===== src/logic/shsp_regs.svh =====
`ifndef SHSP_REGS_SVH
`define SHSP_REGS_SVH

// ----------------------------------------
// Register byte addresses
// ----------------------------------------
`define SHSP_ADDR_KEY 8'h00
`define SHSP_ADDR_NOISE 8'h04
`define SHSP_ADDR_SC0 8'h08
`define SHSP_ADDR_SC1 8'h0c
`define SHSP_ADDR_SC2 8'h10
`define SHSP_ADDR_FLASH 8'h14
`define SHSP_ADDR_IDLE 8'h18
`define SHSP_ADDR_STAT 8'h1c
`define SHSP_ADDR_BANK 8'h40

// ----------------------------------------
// Values and fields
// ----------------------------------------
`define SHSP_KEY_OPEN 8'h1f
`define SHSP_NOISE_RST 8'h03
`define SHSP_NOISE_PROT 5
`define SHSP_SC0_RST 8'h00
`define SHSP_SC1_RST 8'h00
`define SHSP_SC2_RST 8'h2c
`define SHSP_FLASH_RST 8'h00
`define SHSP_BANK_RST 8'h00
`define SHSP_HALT_LO 2
`define SHSP_HALT_HI 3
`define SHSP_WUP_LO 4
`define SHSP_WUP_HI 5
`define SHSP_HALT_LIGHT 2'b11
`define SHSP_HALT_DEEP 2'b10
`define SHSP_HALT_STOP 2'b01
`define SHSP_WUP_SHORT 2'b01
`define SHSP_WUP_MID 2'b10
`define SHSP_WUP_LONG 2'b11
`define SHSP_IR_TB0 4
`define SHSP_IR_TB1 5

// ----------------------------------------
// Timing counts and bus answers
// ----------------------------------------
`define SHSP_ENTER_CLKS 3'h5
`define SHSP_WARM_SHORT 17'h00100
`define SHSP_RESP_OKAY 2'b00
`define SHSP_RESP_SLVERR 2'b10

`endif


===== src/logic/shsp_pkg.sv =====
package shsp_pkg;

    // Standby controller states
    typedef enum logic [2:0] {
        SHSP_RUN,
        SHSP_ENTER,
        SHSP_LIGHT,
        SHSP_DEEP,
        SHSP_STOP,
        SHSP_WARM
    } shsp_state_e;

    typedef logic [7:0] shsp_byte_t;

endpackage


===== src/logic/shsp_ctrl.sv =====
`timescale 1ns/1ps
`include "shsp_regs.svh"

// ----------------------------------------
// Summary of operation
// - Non-open key value turns protection on
// - Key value 1fh turns protection off
// - Protect status readable in noise control
// - Reset clears protection
// - Critical registers protected, key and idle run register stay writable
// - Halt select picks light, deep, stop
// - Light idle: units run per enable
// - Deep idle: oscillator and clock timer only
// - Stop: everything halts, oscillator too
// - Level at least mask: wake and service
// - Low lines, clock timer wake without service
// - Non-maskable interrupt always wakes, serviced
// - Wake sources depend on halt state
// - Stop wake waits for warm-up
// - Requests during entry are held pending
// - Reset releases halt, reinitialises settings
// - Interrupt wake keeps register settings, clears held requests
// - Deep idle samples async, restarts sync
// - System clock held until warm-up ends
// ----------------------------------------
module shsp_ctrl import shsp_pkg::*; #(
    parameter int N_BANK = 13,
    parameter int N_UNITS = 11,
    parameter int WARM_MID = 16384,
    parameter int WARM_LONG = 65536
) (
    // Clock and reset
    input wire logic clk_in,
    input wire logic sys_rst_in,
    // AXI4-Lite write channels
    input wire logic [7:0] s_axi_awaddr_in,
    input wire logic s_axi_awvalid_in,
    output logic s_axi_awready_out,
    input wire logic [31:0] s_axi_wdata_in,
    input wire logic [3:0] s_axi_wstrb_in,
    input wire logic s_axi_wvalid_in,
    output logic s_axi_wready_out,
    output logic [1:0] s_axi_bresp_out,
    output logic s_axi_bvalid_out,
    input wire logic s_axi_bready_in,
    // AXI4-Lite read channels
    input wire logic [7:0] s_axi_araddr_in,
    input wire logic s_axi_arvalid_in,
    output logic s_axi_arready_out,
    output logic [31:0] s_axi_rdata_out,
    output logic [1:0] s_axi_rresp_out,
    output logic s_axi_rvalid_out,
    input wire logic s_axi_rready_in,
    // CPU core and interrupt controller
    input wire logic halt_exec_in,
    input wire logic [2:0] interrupt_mask_level_in,
    input wire logic [2:0] irq_level_in,
    input wire logic watchdog_irq_in,
    input wire logic clock_timer_irq_in,
    input wire logic periph_irq_in,
    // Interrupt pins
    input wire logic nmi_in,
    input wire logic [4:0] ext_irq_low_group_in,
    input wire logic [3:0] ext_irq_high_group_in,
    // Standby controls
    output logic cpu_stop_out,
    output logic sys_clk_en_out,
    output logic osc_en_out,
    output logic clock_timer_run_out,
    output logic port_hold_out,
    output logic [N_UNITS-1:0] periph_run_out,
    output logic wake_service_out,
    output logic wake_resume_out,
    output logic [10:0] irq_held_out,
    output logic protect_on_out
);

    if (N_BANK < 1 || N_BANK > 16 || N_UNITS < 6 || N_UNITS > 32 || WARM_MID < 1 || WARM_LONG < 1
        || WARM_MID > 131071 || WARM_LONG > 131071) begin : g_bad_param
        $error("unsupported parameter value");
    end

    localparam logic [16:0] WARM_MID_C = 17'(WARM_MID);
    localparam logic [16:0] WARM_LONG_C = 17'(WARM_LONG);

    // ----------------------------------------
    // Pin synchronisers
    // ----------------------------------------
    logic [9:0] pin_raw;
    logic [9:0] pin_s1_ff;
    logic [9:0] pin_s2_ff;
    assign pin_raw = {ext_irq_high_group_in, ext_irq_low_group_in, nmi_in};

    // Two stages per pin, asynchronous sampling of requests
    for (genvar i = 0; i < 10; i++) begin : g_sync
        always_ff @(posedge clk_in or posedge sys_rst_in) begin
            if (sys_rst_in) begin
                pin_s1_ff[i] <= 1'b0;
                pin_s2_ff[i] <= 1'b0;
            end else begin
                pin_s1_ff[i] <= pin_raw[i];
                pin_s2_ff[i] <= pin_s1_ff[i];
            end
        end
    end

    // ----------------------------------------
    // Register bus
    // ----------------------------------------
    logic awready_ff, arready_ff, bvalid_ff, rvalid_ff, rd_pend_ff;
    logic [1:0] bresp_ff, rresp_ff;
    logic [31:0] rdata_ff;
    logic [7:0] rd_addr_ff;
    logic protect_ff;
    shsp_byte_t noise_ff, sc0_ff, sc1_ff, sc2_ff, flash_ff;
    logic [N_UNITS-1:0] idle_run_ff;
    shsp_byte_t bank_rd;
    shsp_state_e st_ff, nxt_st;
    logic [10:0] held_ff, nxt_held;

    // Address decode
    wire [7:0] wr_addr = s_axi_awaddr_in;
    wire [7:0] aw_off = wr_addr - `SHSP_ADDR_BANK;
    wire [7:0] ar_off = s_axi_araddr_in - `SHSP_ADDR_BANK;
    wire [7:0] rd_off = rd_addr_ff - `SHSP_ADDR_BANK;
    wire aw_bank = wr_addr >= `SHSP_ADDR_BANK && aw_off[1:0] == 2'h0 && int'(aw_off[7:2]) < N_BANK;
    wire rd_bank = rd_addr_ff >= `SHSP_ADDR_BANK && rd_off[1:0] == 2'h0 && int'(rd_off[7:2]) < N_BANK;
    wire wr_fire = awready_ff && s_axi_awvalid_in && s_axi_wvalid_in;
    wire wr_ok = wr_fire && s_axi_wstrb_in[0];
    wire shsp_byte_t wbyte = s_axi_wdata_in[7:0];
    wire wr_open = wr_ok && !protect_ff;
    wire aw_known = aw_bank || wr_addr <= `SHSP_ADDR_STAT && wr_addr[1:0] == 2'h0;
    wire rd_known = rd_bank || rd_addr_ff <= `SHSP_ADDR_STAT && rd_addr_ff[1:0] == 2'h0;
    wire ar_fire = arready_ff && s_axi_arvalid_in;

    // Read data selection
    wire shsp_byte_t noise_rd = {noise_ff[7:6], protect_ff, noise_ff[4:0]};
    wire [31:0] stat_rd = {27'h0000000, held_ff != 11'h000, protect_ff, 3'(st_ff)};
    wire [31:0] rd_mux =
        rd_bank ? {24'h000000, bank_rd} :
        rd_addr_ff == `SHSP_ADDR_KEY ? 32'h00000000 :
        rd_addr_ff == `SHSP_ADDR_NOISE ? {24'h000000, noise_rd} :
        rd_addr_ff == `SHSP_ADDR_SC0 ? {24'h000000, sc0_ff} :
        rd_addr_ff == `SHSP_ADDR_SC1 ? {24'h000000, sc1_ff} :
        rd_addr_ff == `SHSP_ADDR_SC2 ? {24'h000000, sc2_ff} :
        rd_addr_ff == `SHSP_ADDR_FLASH ? {24'h000000, flash_ff} :
        rd_addr_ff == `SHSP_ADDR_IDLE ? 32'(idle_run_ff) :
        rd_addr_ff == `SHSP_ADDR_STAT ? stat_rd : 32'h00000000;

    // Write handshake: both channels taken together
    always_ff @(posedge clk_in or posedge sys_rst_in) begin
        if (sys_rst_in) begin
            awready_ff <= 1'b0;
            bvalid_ff <= 1'b0;
            bresp_ff <= `SHSP_RESP_OKAY;
        end else begin
            awready_ff <= !awready_ff && !bvalid_ff && s_axi_awvalid_in && s_axi_wvalid_in;
            if (wr_fire) begin
                bvalid_ff <= 1'b1;
                bresp_ff <= aw_known ? `SHSP_RESP_OKAY : `SHSP_RESP_SLVERR;
            end else if (s_axi_bready_in) begin
                bvalid_ff <= 1'b0;
            end
        end
    end

    // Read handshake with one cycle for the bank memory
    always_ff @(posedge clk_in or posedge sys_rst_in) begin
        if (sys_rst_in) begin
            arready_ff <= 1'b0;
            rd_pend_ff <= 1'b0;
            rvalid_ff <= 1'b0;
            rd_addr_ff <= 8'h00;
            rdata_ff <= 32'h00000000;
            rresp_ff <= `SHSP_RESP_OKAY;
        end else begin
            arready_ff <= !arready_ff && !rd_pend_ff && !rvalid_ff && s_axi_arvalid_in;
            rd_pend_ff <= ar_fire;
            if (ar_fire) begin
                rd_addr_ff <= s_axi_araddr_in;
            end
            if (rd_pend_ff) begin
                rvalid_ff <= 1'b1;
                rdata_ff <= rd_mux;
                rresp_ff <= rd_known ? `SHSP_RESP_OKAY : `SHSP_RESP_SLVERR;
            end else if (s_axi_rready_in) begin
                rvalid_ff <= 1'b0;
            end
        end
    end

    // Key and critical registers
    always_ff @(posedge clk_in or posedge sys_rst_in) begin
        if (sys_rst_in) begin
            protect_ff <= 1'b0;
            noise_ff <= `SHSP_NOISE_RST;
            sc0_ff <= `SHSP_SC0_RST;
            sc1_ff <= `SHSP_SC1_RST;
            sc2_ff <= `SHSP_SC2_RST;
            flash_ff <= `SHSP_FLASH_RST;
            idle_run_ff <= '0;
        end else if (wr_ok) begin
            if (wr_addr == `SHSP_ADDR_KEY) begin
                protect_ff <= wbyte != `SHSP_KEY_OPEN;
            end
            if (wr_open && wr_addr == `SHSP_ADDR_NOISE) noise_ff <= wbyte;
            if (wr_open && wr_addr == `SHSP_ADDR_SC0) sc0_ff <= wbyte;
            if (wr_open && wr_addr == `SHSP_ADDR_SC1) sc1_ff <= wbyte;
            if (wr_open && wr_addr == `SHSP_ADDR_SC2) sc2_ff <= wbyte;
            if (wr_open && wr_addr == `SHSP_ADDR_FLASH) flash_ff <= wbyte;
            if (wr_addr == `SHSP_ADDR_IDLE) idle_run_ff <= N_UNITS'(s_axi_wdata_in);
        end
    end

    // Chip-select and wait bank
    shsp_bank_mem #(.DEPTH(N_BANK), .AW(4)) u_bank (
        .clk_in(clk_in),
        .sys_rst_in(sys_rst_in),
        .wr_en_in(wr_open && aw_bank),
        .wr_idx_in(aw_off[5:2]),
        .wr_data_in(wbyte),
        .rd_idx_in(ar_off[5:2]),
        .rd_data_out(bank_rd)
    );

    // ----------------------------------------
    // Standby controller
    // ----------------------------------------
    logic [2:0] enter_cnt_ff, nxt_enter_cnt;
    logic [16:0] warm_cnt_ff, nxt_warm_cnt;
    logic tgt_stop_ff, nxt_tgt_stop, warm_svc_ff, nxt_warm_svc, nxt_svc, nxt_res;

    // Wake source qualification per halt state
    wire nmi_s = pin_s2_ff[0];
    wire any_low = |pin_s2_ff[5:1];
    wire tb_ok = idle_run_ff[`SHSP_IR_TB0] && idle_run_ff[`SHSP_IR_TB1];
    wire high_ok = |pin_s2_ff[9:6] && tb_ok;
    wire lvl_ok = irq_level_in >= interrupt_mask_level_in;
    wire light_src = watchdog_irq_in || high_ok || periph_irq_in || clock_timer_irq_in || any_low;
    wire light_svc = nmi_s || lvl_ok && light_src;
    wire low_res = !lvl_ok && (any_low || clock_timer_irq_in);
    wire deep_svc = nmi_s || lvl_ok && (any_low || clock_timer_irq_in);
    wire stop_wake = nmi_s || any_low;
    wire [10:0] wake_src = {clock_timer_irq_in, pin_s2_ff};
    wire [1:0] halt_sel = sc2_ff[`SHSP_HALT_HI:`SHSP_HALT_LO];
    wire [1:0] wup_sel = sc2_ff[`SHSP_WUP_HI:`SHSP_WUP_LO];
    wire [16:0] warm_load = wup_sel == `SHSP_WUP_LONG ? WARM_LONG_C :
                            wup_sel == `SHSP_WUP_MID ? WARM_MID_C : `SHSP_WARM_SHORT;

    // Next state
    always_comb begin
        nxt_st = st_ff;
        nxt_enter_cnt = enter_cnt_ff;
        nxt_warm_cnt = warm_cnt_ff;
        nxt_tgt_stop = tgt_stop_ff;
        nxt_warm_svc = warm_svc_ff;
        nxt_svc = 1'b0;
        nxt_res = 1'b0;
        case (st_ff)
            SHSP_RUN: begin
                if (halt_exec_in) begin
                    case (halt_sel)
                        `SHSP_HALT_LIGHT: nxt_st = SHSP_LIGHT;
                        `SHSP_HALT_DEEP, `SHSP_HALT_STOP: begin
                            nxt_st = SHSP_ENTER;
                            nxt_enter_cnt = `SHSP_ENTER_CLKS;
                            nxt_tgt_stop = halt_sel == `SHSP_HALT_STOP;
                        end
                        default: nxt_st = SHSP_RUN;
                    endcase
                end
            end
            SHSP_ENTER: begin
                nxt_enter_cnt = enter_cnt_ff - 3'h1;
                if (enter_cnt_ff == 3'h1) begin
                    nxt_st = tgt_stop_ff ? SHSP_STOP : SHSP_DEEP;
                end
            end
            SHSP_LIGHT: begin
                nxt_svc = light_svc;
                nxt_res = !light_svc && low_res;
            end
            SHSP_DEEP: begin
                nxt_svc = deep_svc;
                nxt_res = !deep_svc && low_res;
            end
            SHSP_STOP: begin
                if (stop_wake) begin
                    nxt_st = SHSP_WARM;
                    nxt_warm_cnt = warm_load;
                    nxt_warm_svc = nmi_s || lvl_ok;
                end
            end
            SHSP_WARM: begin
                nxt_warm_cnt = warm_cnt_ff - 17'h00001;
                if (warm_cnt_ff == 17'h00001) begin
                    nxt_svc = warm_svc_ff;
                    nxt_res = !warm_svc_ff;
                end
            end
            default: nxt_st = SHSP_RUN;
        endcase
        if (nxt_svc || nxt_res) begin
            nxt_st = SHSP_RUN;
        end
        nxt_held = (nxt_svc || nxt_res) ? 11'h000 : held_ff;
        if (st_ff == SHSP_ENTER) begin
            nxt_held = held_ff | wake_src;
        end
    end

    // State and standby outputs from the next state
    always_ff @(posedge clk_in or posedge sys_rst_in) begin
        if (sys_rst_in) begin
            st_ff <= SHSP_RUN;
            enter_cnt_ff <= 3'h0;
            warm_cnt_ff <= 17'h00000;
            tgt_stop_ff <= 1'b0;
            warm_svc_ff <= 1'b0;
            held_ff <= 11'h000;
            wake_service_out <= 1'b0;
            wake_resume_out <= 1'b0;
            cpu_stop_out <= 1'b0;
            sys_clk_en_out <= 1'b1;
            osc_en_out <= 1'b1;
            clock_timer_run_out <= 1'b1;
            port_hold_out <= 1'b0;
            periph_run_out <= '1;
        end else begin
            st_ff <= nxt_st;
            enter_cnt_ff <= nxt_enter_cnt;
            warm_cnt_ff <= nxt_warm_cnt;
            tgt_stop_ff <= nxt_tgt_stop;
            warm_svc_ff <= nxt_warm_svc;
            held_ff <= nxt_held;
            wake_service_out <= nxt_svc;
            wake_resume_out <= nxt_res;
            cpu_stop_out <= nxt_st != SHSP_RUN;
            sys_clk_en_out <= nxt_st == SHSP_RUN || nxt_st == SHSP_ENTER || nxt_st == SHSP_LIGHT;
            osc_en_out <= nxt_st != SHSP_STOP;
            clock_timer_run_out <= nxt_st != SHSP_STOP && nxt_st != SHSP_WARM;
            port_hold_out <= nxt_st != SHSP_RUN;
            periph_run_out <= nxt_st == SHSP_LIGHT ? idle_run_ff :
                              (nxt_st == SHSP_RUN || nxt_st == SHSP_ENTER) ? '1 : '0;
        end
    end

    assign s_axi_awready_out = awready_ff;
    assign s_axi_wready_out = awready_ff;
    assign s_axi_bvalid_out = bvalid_ff;
    assign s_axi_bresp_out = bresp_ff;
    assign s_axi_arready_out = arready_ff;
    assign s_axi_rvalid_out = rvalid_ff;
    assign s_axi_rdata_out = rdata_ff;
    assign s_axi_rresp_out = rresp_ff;
    assign irq_held_out = held_ff;
    assign protect_on_out = protect_ff;
endmodule


===== src/logic/shsp_bank_mem.sv =====
`timescale 1ns/1ps
`include "shsp_regs.svh"

module shsp_bank_mem import shsp_pkg::*; #(
    parameter int DEPTH = 13,
    parameter int AW = 4
) (
    // Clock and reset
    input wire logic clk_in,
    input wire logic sys_rst_in,
    // Write port
    input wire logic wr_en_in,
    input wire logic [AW-1:0] wr_idx_in,
    input wire shsp_byte_t wr_data_in,
    // Read port
    input wire logic [AW-1:0] rd_idx_in,
    output shsp_byte_t rd_data_out
);

    shsp_byte_t mem_ff [DEPTH];
    shsp_byte_t rd_data_ff;

    if (DEPTH < 1 || DEPTH > (1 << AW)) begin : g_bad_depth
        $error("bank depth does not fit index width");
    end

    // Entries reset to default on chip reset
    for (genvar i = 0; i < DEPTH; i++) begin : g_entry
        always_ff @(posedge clk_in or posedge sys_rst_in) begin
            if (sys_rst_in) begin
                mem_ff[i] <= `SHSP_BANK_RST;
            end else if (wr_en_in && wr_idx_in == AW'(i)) begin
                mem_ff[i] <= wr_data_in;
            end
        end
    end

    // Registered read data
    always_ff @(posedge clk_in or posedge sys_rst_in) begin
        if (sys_rst_in) begin
            rd_data_ff <= `SHSP_BANK_RST;
        end else if (int'(rd_idx_in) < DEPTH) begin
            rd_data_ff <= mem_ff[rd_idx_in];
        end else begin
            rd_data_ff <= `SHSP_BANK_RST;
        end
    end

    assign rd_data_out = rd_data_ff;

endmodule


===== config.mk =====
export PLATFORM = sky130hd
export DESIGN_NAME = shsp_ctrl
export DESIGN_NICKNAME = d
export VERILOG_FILES = /design/src/logic/shsp_pkg.sv /design/src/logic/shsp_ctrl.sv /design/src/logic/shsp_bank_mem.sv
export VERILOG_INCLUDE_DIRS = /design/src /design/src/logic
export SDC_FILE = /design/constraint.sdc
export NUM_CORES = 1
export LEC_CHECK = 0
export ABC_AREA = 1
export BUFFER_PORTS_ARGS = -buffer_cell sky130_fd_sc_hd__buf_2
export CORE_MARGIN = 1.5
export CORE_UTILIZATION = 45
export DETAILED_ROUTE_END_ITERATION = 16
export PLACE_DENSITY_LB_ADDON = 0.05
export SYNTH_ARGS = -nofsm -noshare
export SYNTH_HDL_FRONTEND = slang
export SYNTH_SLANG_ARGS = --single-unit
export TNS_END_PERCENT = 1

===== constraint.sdc =====
create_clock -name clk_in -period 10.3 [get_ports clk_in]
set_input_delay 2.06 -clock clk_in [delete_from_list [all_inputs] [get_ports clk_in]]
set_output_delay 2.06 -clock clk_in [all_outputs]
set_load 0.1 [all_outputs]

==> qor.txt, run 1 <==
Final Wtd Congestion: 0.8014
CTS H-tree lvls: 1
Number of buffers created by CTS: 29
Row count: 58
Final setup vio count: 0
PD cells: 192.5 mW/mm^2
Clock sinks: 262
Core region area: 0.02540 mm^2
Register area share after synthesis: 0.5597
Die width: 164.6 um
Layout Nets: 1,534
Sw Share: 0.2919
RSZ-0062 raised after global routing: no
First-pass GRT wire length: 48,420 um
Status: complete, no violations
Gr usage total: 0.2289
Ys Warns: 0
Post-route ant nets: 0
Actual slew at the worst max-slew pin: 964.5 ps
Hold Vio Cnt, Final: 0
Flop pwr share: 0.422
Via count: 9,253
Clk Tree Root Cell: clkbuf_16
GR Overflow Total: 0
Combinational Power Share: 0.145
Initial antenna violation count: 0
Register bit count reported by yosys: 262
CP Launch Type: input port
Arr. time, crit path: 3980 ps
Achievable Freq: 0.2817 GHz
Fraction of layout cells with a size suffix above 1: 0.1451
Yosys cell types: 42
Number of post-CTS setup repair buffers: 0
Max clock buf depth: 3
Commonest non-fill, non-tap cells in the layout: nand2_1, o21ai_0, dfrtp_1
Peak VDD IR: 0.1531 mV
Setup CP Type: input port to register
Sequential cell area: 0.006580 mm^2
Ant. Diodes: 0
Fin crit share: 0.3447
Crit. End Element: register
Worst path required time: 10,730 ps
Most common cell after layout, fill and taps aside: nand2_1
Post_cts resized: 0
Dominant synthesized flop cell: dfrtp_1
Routed Wire Length: 29,840 um
Final setup margin: 6750 ps
Num ports: 150
Starting DRC count in detailed routing: 704
Final Max Slew Viols: 0
IO buf count: 102
Pre-CTS WS: 6190 ps
Async SR Flop Fraction: 1.000
Worst hold path type: register to register
Clock skew: 10.50 ps
Die area: 0.02710 mm^2
Vias in the first global route: 8,922
Mapped Cells: 1,366
WL/cell: 16.59 um
Headroom to the max-slew limit: 0.3570
Drt first pass iters: 6
Worst-Skew Late Latency: 540 ps
Fin crit period: 3550 ps
Leak: 6.422 nW
Maxcap violations: 0
Die H: 164.6 um
Via-per-instance ratio: 5.146
Hold_buf cts: 0
Worst-path clk slew: 60 ps
Initial core utilization: 0.4629
Multi-input logic area: 0.004425 mm^2
Avg Inst Size Synth: 8.606 um^2
Largest net degree at the start of global routing: 138
Sw Pwr: 0.7540 mW
Placed Cells: 1,745
CTS tree: yes
Post-synthesis cell area: 0.01176 mm^2
DPL Wire Length: 19,930 um
DR DRC count: 0
Post-synth EDFFs: 0
Area delta synth->final: 14.16%
Max FO, Critical Path: 26
FILL cells: 2,469
Setup TNS: 0 ps
Final Instance Count excl. Fillers: 1,798
Clock power frac: 0.434
Int Power: 1.829 mW
[Yosys cell counts (4+ instances only)]
| library cell | count | area [um^2] |
|---|---|---|
| ha_1 | 9 | 112.6 |
| o21ai_1 | 7 | 35.03 |
| nand3_1 | 56 | 280.3 |
| nand2_2 | 4 | 25.02 |
| nor2_4 | 4 | 45.04 |
| clkbuf_1 | 37 | 138.9 |
| buf_2 | 15 | 75.07 |
| nand4_1 | 26 | 162.7 |
| inv_2 | 6 | 22.52 |
| dfrtp_1 | 243 | 6081 |
| o22ai_1 | 34 | 212.7 |
| a21oi_1 | 29 | 145.1 |
| xor2_1 | 4 | 35.03 |
| nor3_1 | 7 | 35.03 |
| or2_2 | 4 | 25.02 |
| buf_4 | 26 | 195.2 |
| nor2_2 | 7 | 43.79 |
| inv_1 | 100 | 375.4 |
| a31oi_1 | 6 | 37.54 |
| dfstp_2 | 19 | 499.2 |
| nor2_1 | 139 | 521.8 |
| nand2_1 | 305 | 1145 |
| o21ai_0 | 252 | 1261 |
[worst paths after layout]
| path | from | end | slack, ps | depth (start not counted) |
|---|---|---|---|---|
| max | s_axi_araddr_in[3] | u_bank.rd_data_out[0] | 6750 | 6 |
| min | pin_s1_ff[0] | nmi_s | 350 | 0 |
| max reg2reg | st_ff[0] | periph_run_out[2] | 8160 | 9 |
| min reg2reg | pin_s1_ff[0] | nmi_s | 350 | 0 |
| max in group asynchronous | sys_rst_in | rd_pend_ff | 7040 | 3 |
| min in group asynchronous | sys_rst_in | u_bank.mem_ff[72] | 1680 | 2 |
[worst max-delay path, cell delays in order]
cell and delay (ps):
buf_2 300, inv_1 720, o21ai_0 190, o22ai_1 340, nand2_1 90, a32oi_1 260
[metrics by stage]
stage               hold WS (ps)  cell area, um^2  utilization  power (mW)
detailed placement         334.7            12380       0.4872       1.485
finish                     348.0            13420       0.5284       2.583
global route               350.4            13420       0.5284       2.685
global placement           332.5            12380       0.4872       1.484
floorplan                  331.2            11840            -       1.405
CTS                        348.9            13420       0.5284       2.611
[flip-flops by register name (all words and copies together) (netlist names), 3 cells and up]
| name | count |
|---|---|
| flash_ff | 8 |
| u_bank.rd_data_out | 8 |
| s_axi_rdata_out | 11 |
| st_ff | 3 |
| u_bank.mem_ff | 104 |
| warm_cnt_ff | 17 |
| enter_cnt_ff | 3 |
| idle_run_ff | 11 |
| pin_s1_ff | 10 |
| sc2_ff | 8 |
| rd_addr_ff | 8 |
| irq_held_out | 11 |
| sc0_ff | 8 |
| pin_s2_ff | 9 |
| periph_run_out | 11 |
| noise_ff | 7 |
| sc1_ff | 8 |
[cell families after synthesis]
family,share of synthesized area
simple gates,0.2011
compound gates,0.1509
flops,0.5597
buf+inv,0.07088
fa+ha+maj,0.009579
xor+xnor,0.003725
mux,0.003725
other cells,0.0003190
[per-layer routing]
layer,wire length (um),up-vias,global-route usage,part of all wire
li1,-,4614,-,-
met1,13960,4412,0.3196,0.47
met2,14120,190,0.3818,0.47
met3,1108,37,0.02913,0.037
met4,647,0,0.05078,0.022
met5,0,-,0,0
[power groups by stage]
stage               Sequential, mW  Clock (mW)  Combinational [mW]
detailed placement            1.11           0               0.378
CTS                           1.09        1.14               0.378
finish                        1.09        1.12               0.374
global placement              1.11           0               0.377
floorplan                     1.24           0               0.169
global route                  1.09        1.19               0.406
[final cells by class]
class | count | area share
inverter | 107 | 0.03049
tap | 330 | 0.03077
clock buffer | 35 | 0.05948
timing repair buffer | 107 | 0.04084
multi-input combinational | 939 | 0.3298
clock inverter | 18 | 0.01837
sequential | 262 | 0.4903
Power figures use the tool's default switching activity.
==> run 2, diff against run 1 <==
Clock period 10.3 ns to 2.9 ns, I/O delays scaled along.
==> run 2 against run 1 <==
- clock power rose to 3.4 times the previous value
- highest routed layer is now met5
- global-route usage rose by 0.94 points
- die area did not move
- setup slack got worse by 6000 ps
- final area rose by 1.1%
- via count rose by 2.3%
- clock skew rose by 3.5 ps
- largest cell class unchanged
- critical path depth rose by 2
==> qor.txt, run 2 (same netlist as run 1, synthesis figures left out) <==
CTS H-tree lvls: 1 (unchanged)
Combinational Power Share: 0.151 (+0.006)
Initial core utilization: 0.4629 (unchanged)
Post_cts resized: 0 (unchanged)
Sequential cell area: 0.006580 mm^2 (unchanged)
Final core utilization: 0.5342 (+0.005862)
Fraction of layout cells with a size suffix above 1: 0.1529 (+0.007767)
WL/cell: 16.74 um (+0.85%)
Sw Pwr: 2.685 mW (+260%)
Ant. Diodes: 0 (unchanged)
Clock sinks: 262 (unchanged)
Flop pwr share: 0.425 (+0.003)
Number of buffers created by CTS: 29 (unchanged)
Fin crit period: 2128 ps
First-pass GRT wire length: 50,250 um (+3.8%)
Max reg flops: 104 (unchanged)
Via count: 9,466 (+2.3%)
Vias in the first global route: 9,346 (+4.8%)
Final Instance Count excl. Fillers: 1,815 (+0.95%)
Die width: 164.6 um (unchanged)
Actual slew at the worst max-slew pin: 848.6 ps (-115.9 ps)
Crit-path cells: inv_1 -> ha_1 -> nor2_1 -> nand2_2 -> inv_1 -> nor4_4 -> nand4_1 -> nand2_1
Clock skew: 14.01 ps (+3.502 ps)
Peak VDD IR: 0.5163 mV (+240%)
Post-route ant nets: 0 (unchanged)
Reg2reg end: periph_run_out[5]
PD cells: 669.6 mW/mm^2 (+250%)
Number of post-CTS setup repair buffers: 0 (unchanged)
Hold Vio Cnt, Final: 0 (unchanged)
Status: complete, no violations
CP Launch Type: register
Critical path's slowest cell: nor4_4
Int Power: 6.402 mW (+250%)
Multi-input logic area: 0.004425 mm^2 (unchanged)
FILL cells: 2,469 (unchanged)
Num ports: 150 (unchanged)
Final setup vio count: 0 (unchanged)
Starting DRC count in detailed routing: 740 (+5.1%)
Layout Nets: 1,550 (+1.0%)
Drt first pass iters: 5 (-1)
Hold_sp: ext_irq_low_group_in[2]
Worst path required time: 3390 ps (-7340 ps)
Initial antenna violation count: 1 (+1)
Clk Tree Root Cell: clkbuf_16
CP dominant cell by count: inv_1
Largest regs: u_bank.mem_ff x104, warm_cnt_ff x17
Maxcap violations: 0 (unchanged)
Crit. End Element: register
Area delta synth->final: 15.42%
RSZ-0062 raised after global routing: no
Max FO, Critical Path: 15 (-42%)
Worst-Skew Late Latency: 550 ps (about the same)
Die H: 164.6 um (unchanged)
Max clock buf depth: 3 (unchanged)
Final Wtd Congestion: 0.8392 (+4.7%)
Hold_buf cts: 0 (unchanged)
DR DRC count: 0 (unchanged)
Gr usage total: 0.2383 (+0.009378)
Clock power frac: 0.424 (-0.010)
Achievable Freq: 0.4699 GHz
Routed Wire Length: 30,380 um (+1.8%)
Largest net degree at the start of global routing: 52 (-62%)
Worst reg-to-reg path cell count: 8 (-1)
Final Max Slew Viols: 0 (unchanged)
Sw Share: 0.2955 (+0.003559)
Largest Register: u_bank.mem_ff
Arr. time, crit path: 2610 ps (-1370 ps)
Register-to-register setup slack: 770 ps (-7390 ps)
Hold Crit Depth: 1 (+1)
Worst-path clk slew: 60 ps (about the same)
Most common cell after layout, fill and taps aside: nand2_1
CTS tree: yes
Placed Cells: 1,761 (+0.92%)
Fin crit share: 0.7338
Setup CP Type: register to register
Leak: 6.501 nW (+1.2%)
Commonest non-fill, non-tap cells in the layout: nand2_1, o21ai_0, dfrtp_1
Hold Crit Endpoint: pin_s1_ff[3]
Via-per-instance ratio: 5.215 (+1.3%)
Headroom to the max-slew limit: 0.4337 (+0.07667)
GR Overflow Total: 0 (unchanged)
Die area: 0.02710 mm^2 (unchanged)
Worst hold path type: input port to register
Core region area: 0.02540 mm^2 (unchanged)
DPL Wire Length: 21,150 um (+6.1%)
Row count: 58 (unchanged)
Worst flop-to-flop path startpoint: sc2_ff[3]
IO buf count: 102 (unchanged)
Peak per-stage delay on the critical path: 680 ps (-40 ps)
## run 2: through the flow
stage	worst slack (ps)	area [um^2]	TNS [ps]	hold slack [ps]	power [mW]
after floorplan	-1120	11840	-276170	331.2	4.992
after global placement	605.9	12550	0	333.6	5.301
after detailed placement	541.4	12550	0	334.7	5.307
after CTS	748.5	13570	0	111.2	9.193
after global routing	544.4	13570	0	110.1	9.449
final	772.0	13570	0	132.6	9.087
## run 2: worst max path at each step
stage	from	to	cells past startpoint
after floorplan	sys_rst_in	enter_cnt_ff[0]	1
after global placement	s_axi_awaddr_in[1]	u_bank.mem_ff[28]	9
after detailed placement	s_axi_awaddr_in[1]	u_bank.mem_ff[17]	8
after CTS	rd_addr_ff[0]	s_axi_rdata_out[3]	8
after global routing	rd_addr_ff[0]	s_axi_rdata_out[3]	8
final	sc2_ff[3]	periph_run_out[5]	8
## run 2: cell type report
type / count / share of cell area
flip-flops and latches: 262 / 0.4849
multi-input cells: 939 / 0.3261
clock buffers: 40 / 0.06169
repair buffers: 123 / 0.05385
well taps: 330 / 0.03043
inverters: 107 / 0.02988
clock inverters: 14 / 0.01309
## run 2: worst max-delay path: cells and delay by family, from the launching register on
family,cells,cell delay (ps)
fa+ha+maj,1,260
flops,1,560
buf+inv,2,120
simple gates,5,1130
## run 2: metal layers
layer	up-vias	part of all wire	track usage
li1	4653	-	-
met5	-	0.00043	0
met2	250	0.47	0.3995
met3	52	0.047	0.03214
met4	2	0.032	0.07289
met1	4509	0.45	0.3216
## run 2: power by group through the flow
stage               combinational [mW]  clock [mW]  sequential (mW)
global route                      1.48        4.09             3.88
detailed placement                1.38           0             3.93
floorplan                        0.601           0             4.39
global placement                  1.38           0             3.92
CTS                               1.38        3.95             3.86
finish                            1.37        3.85             3.86
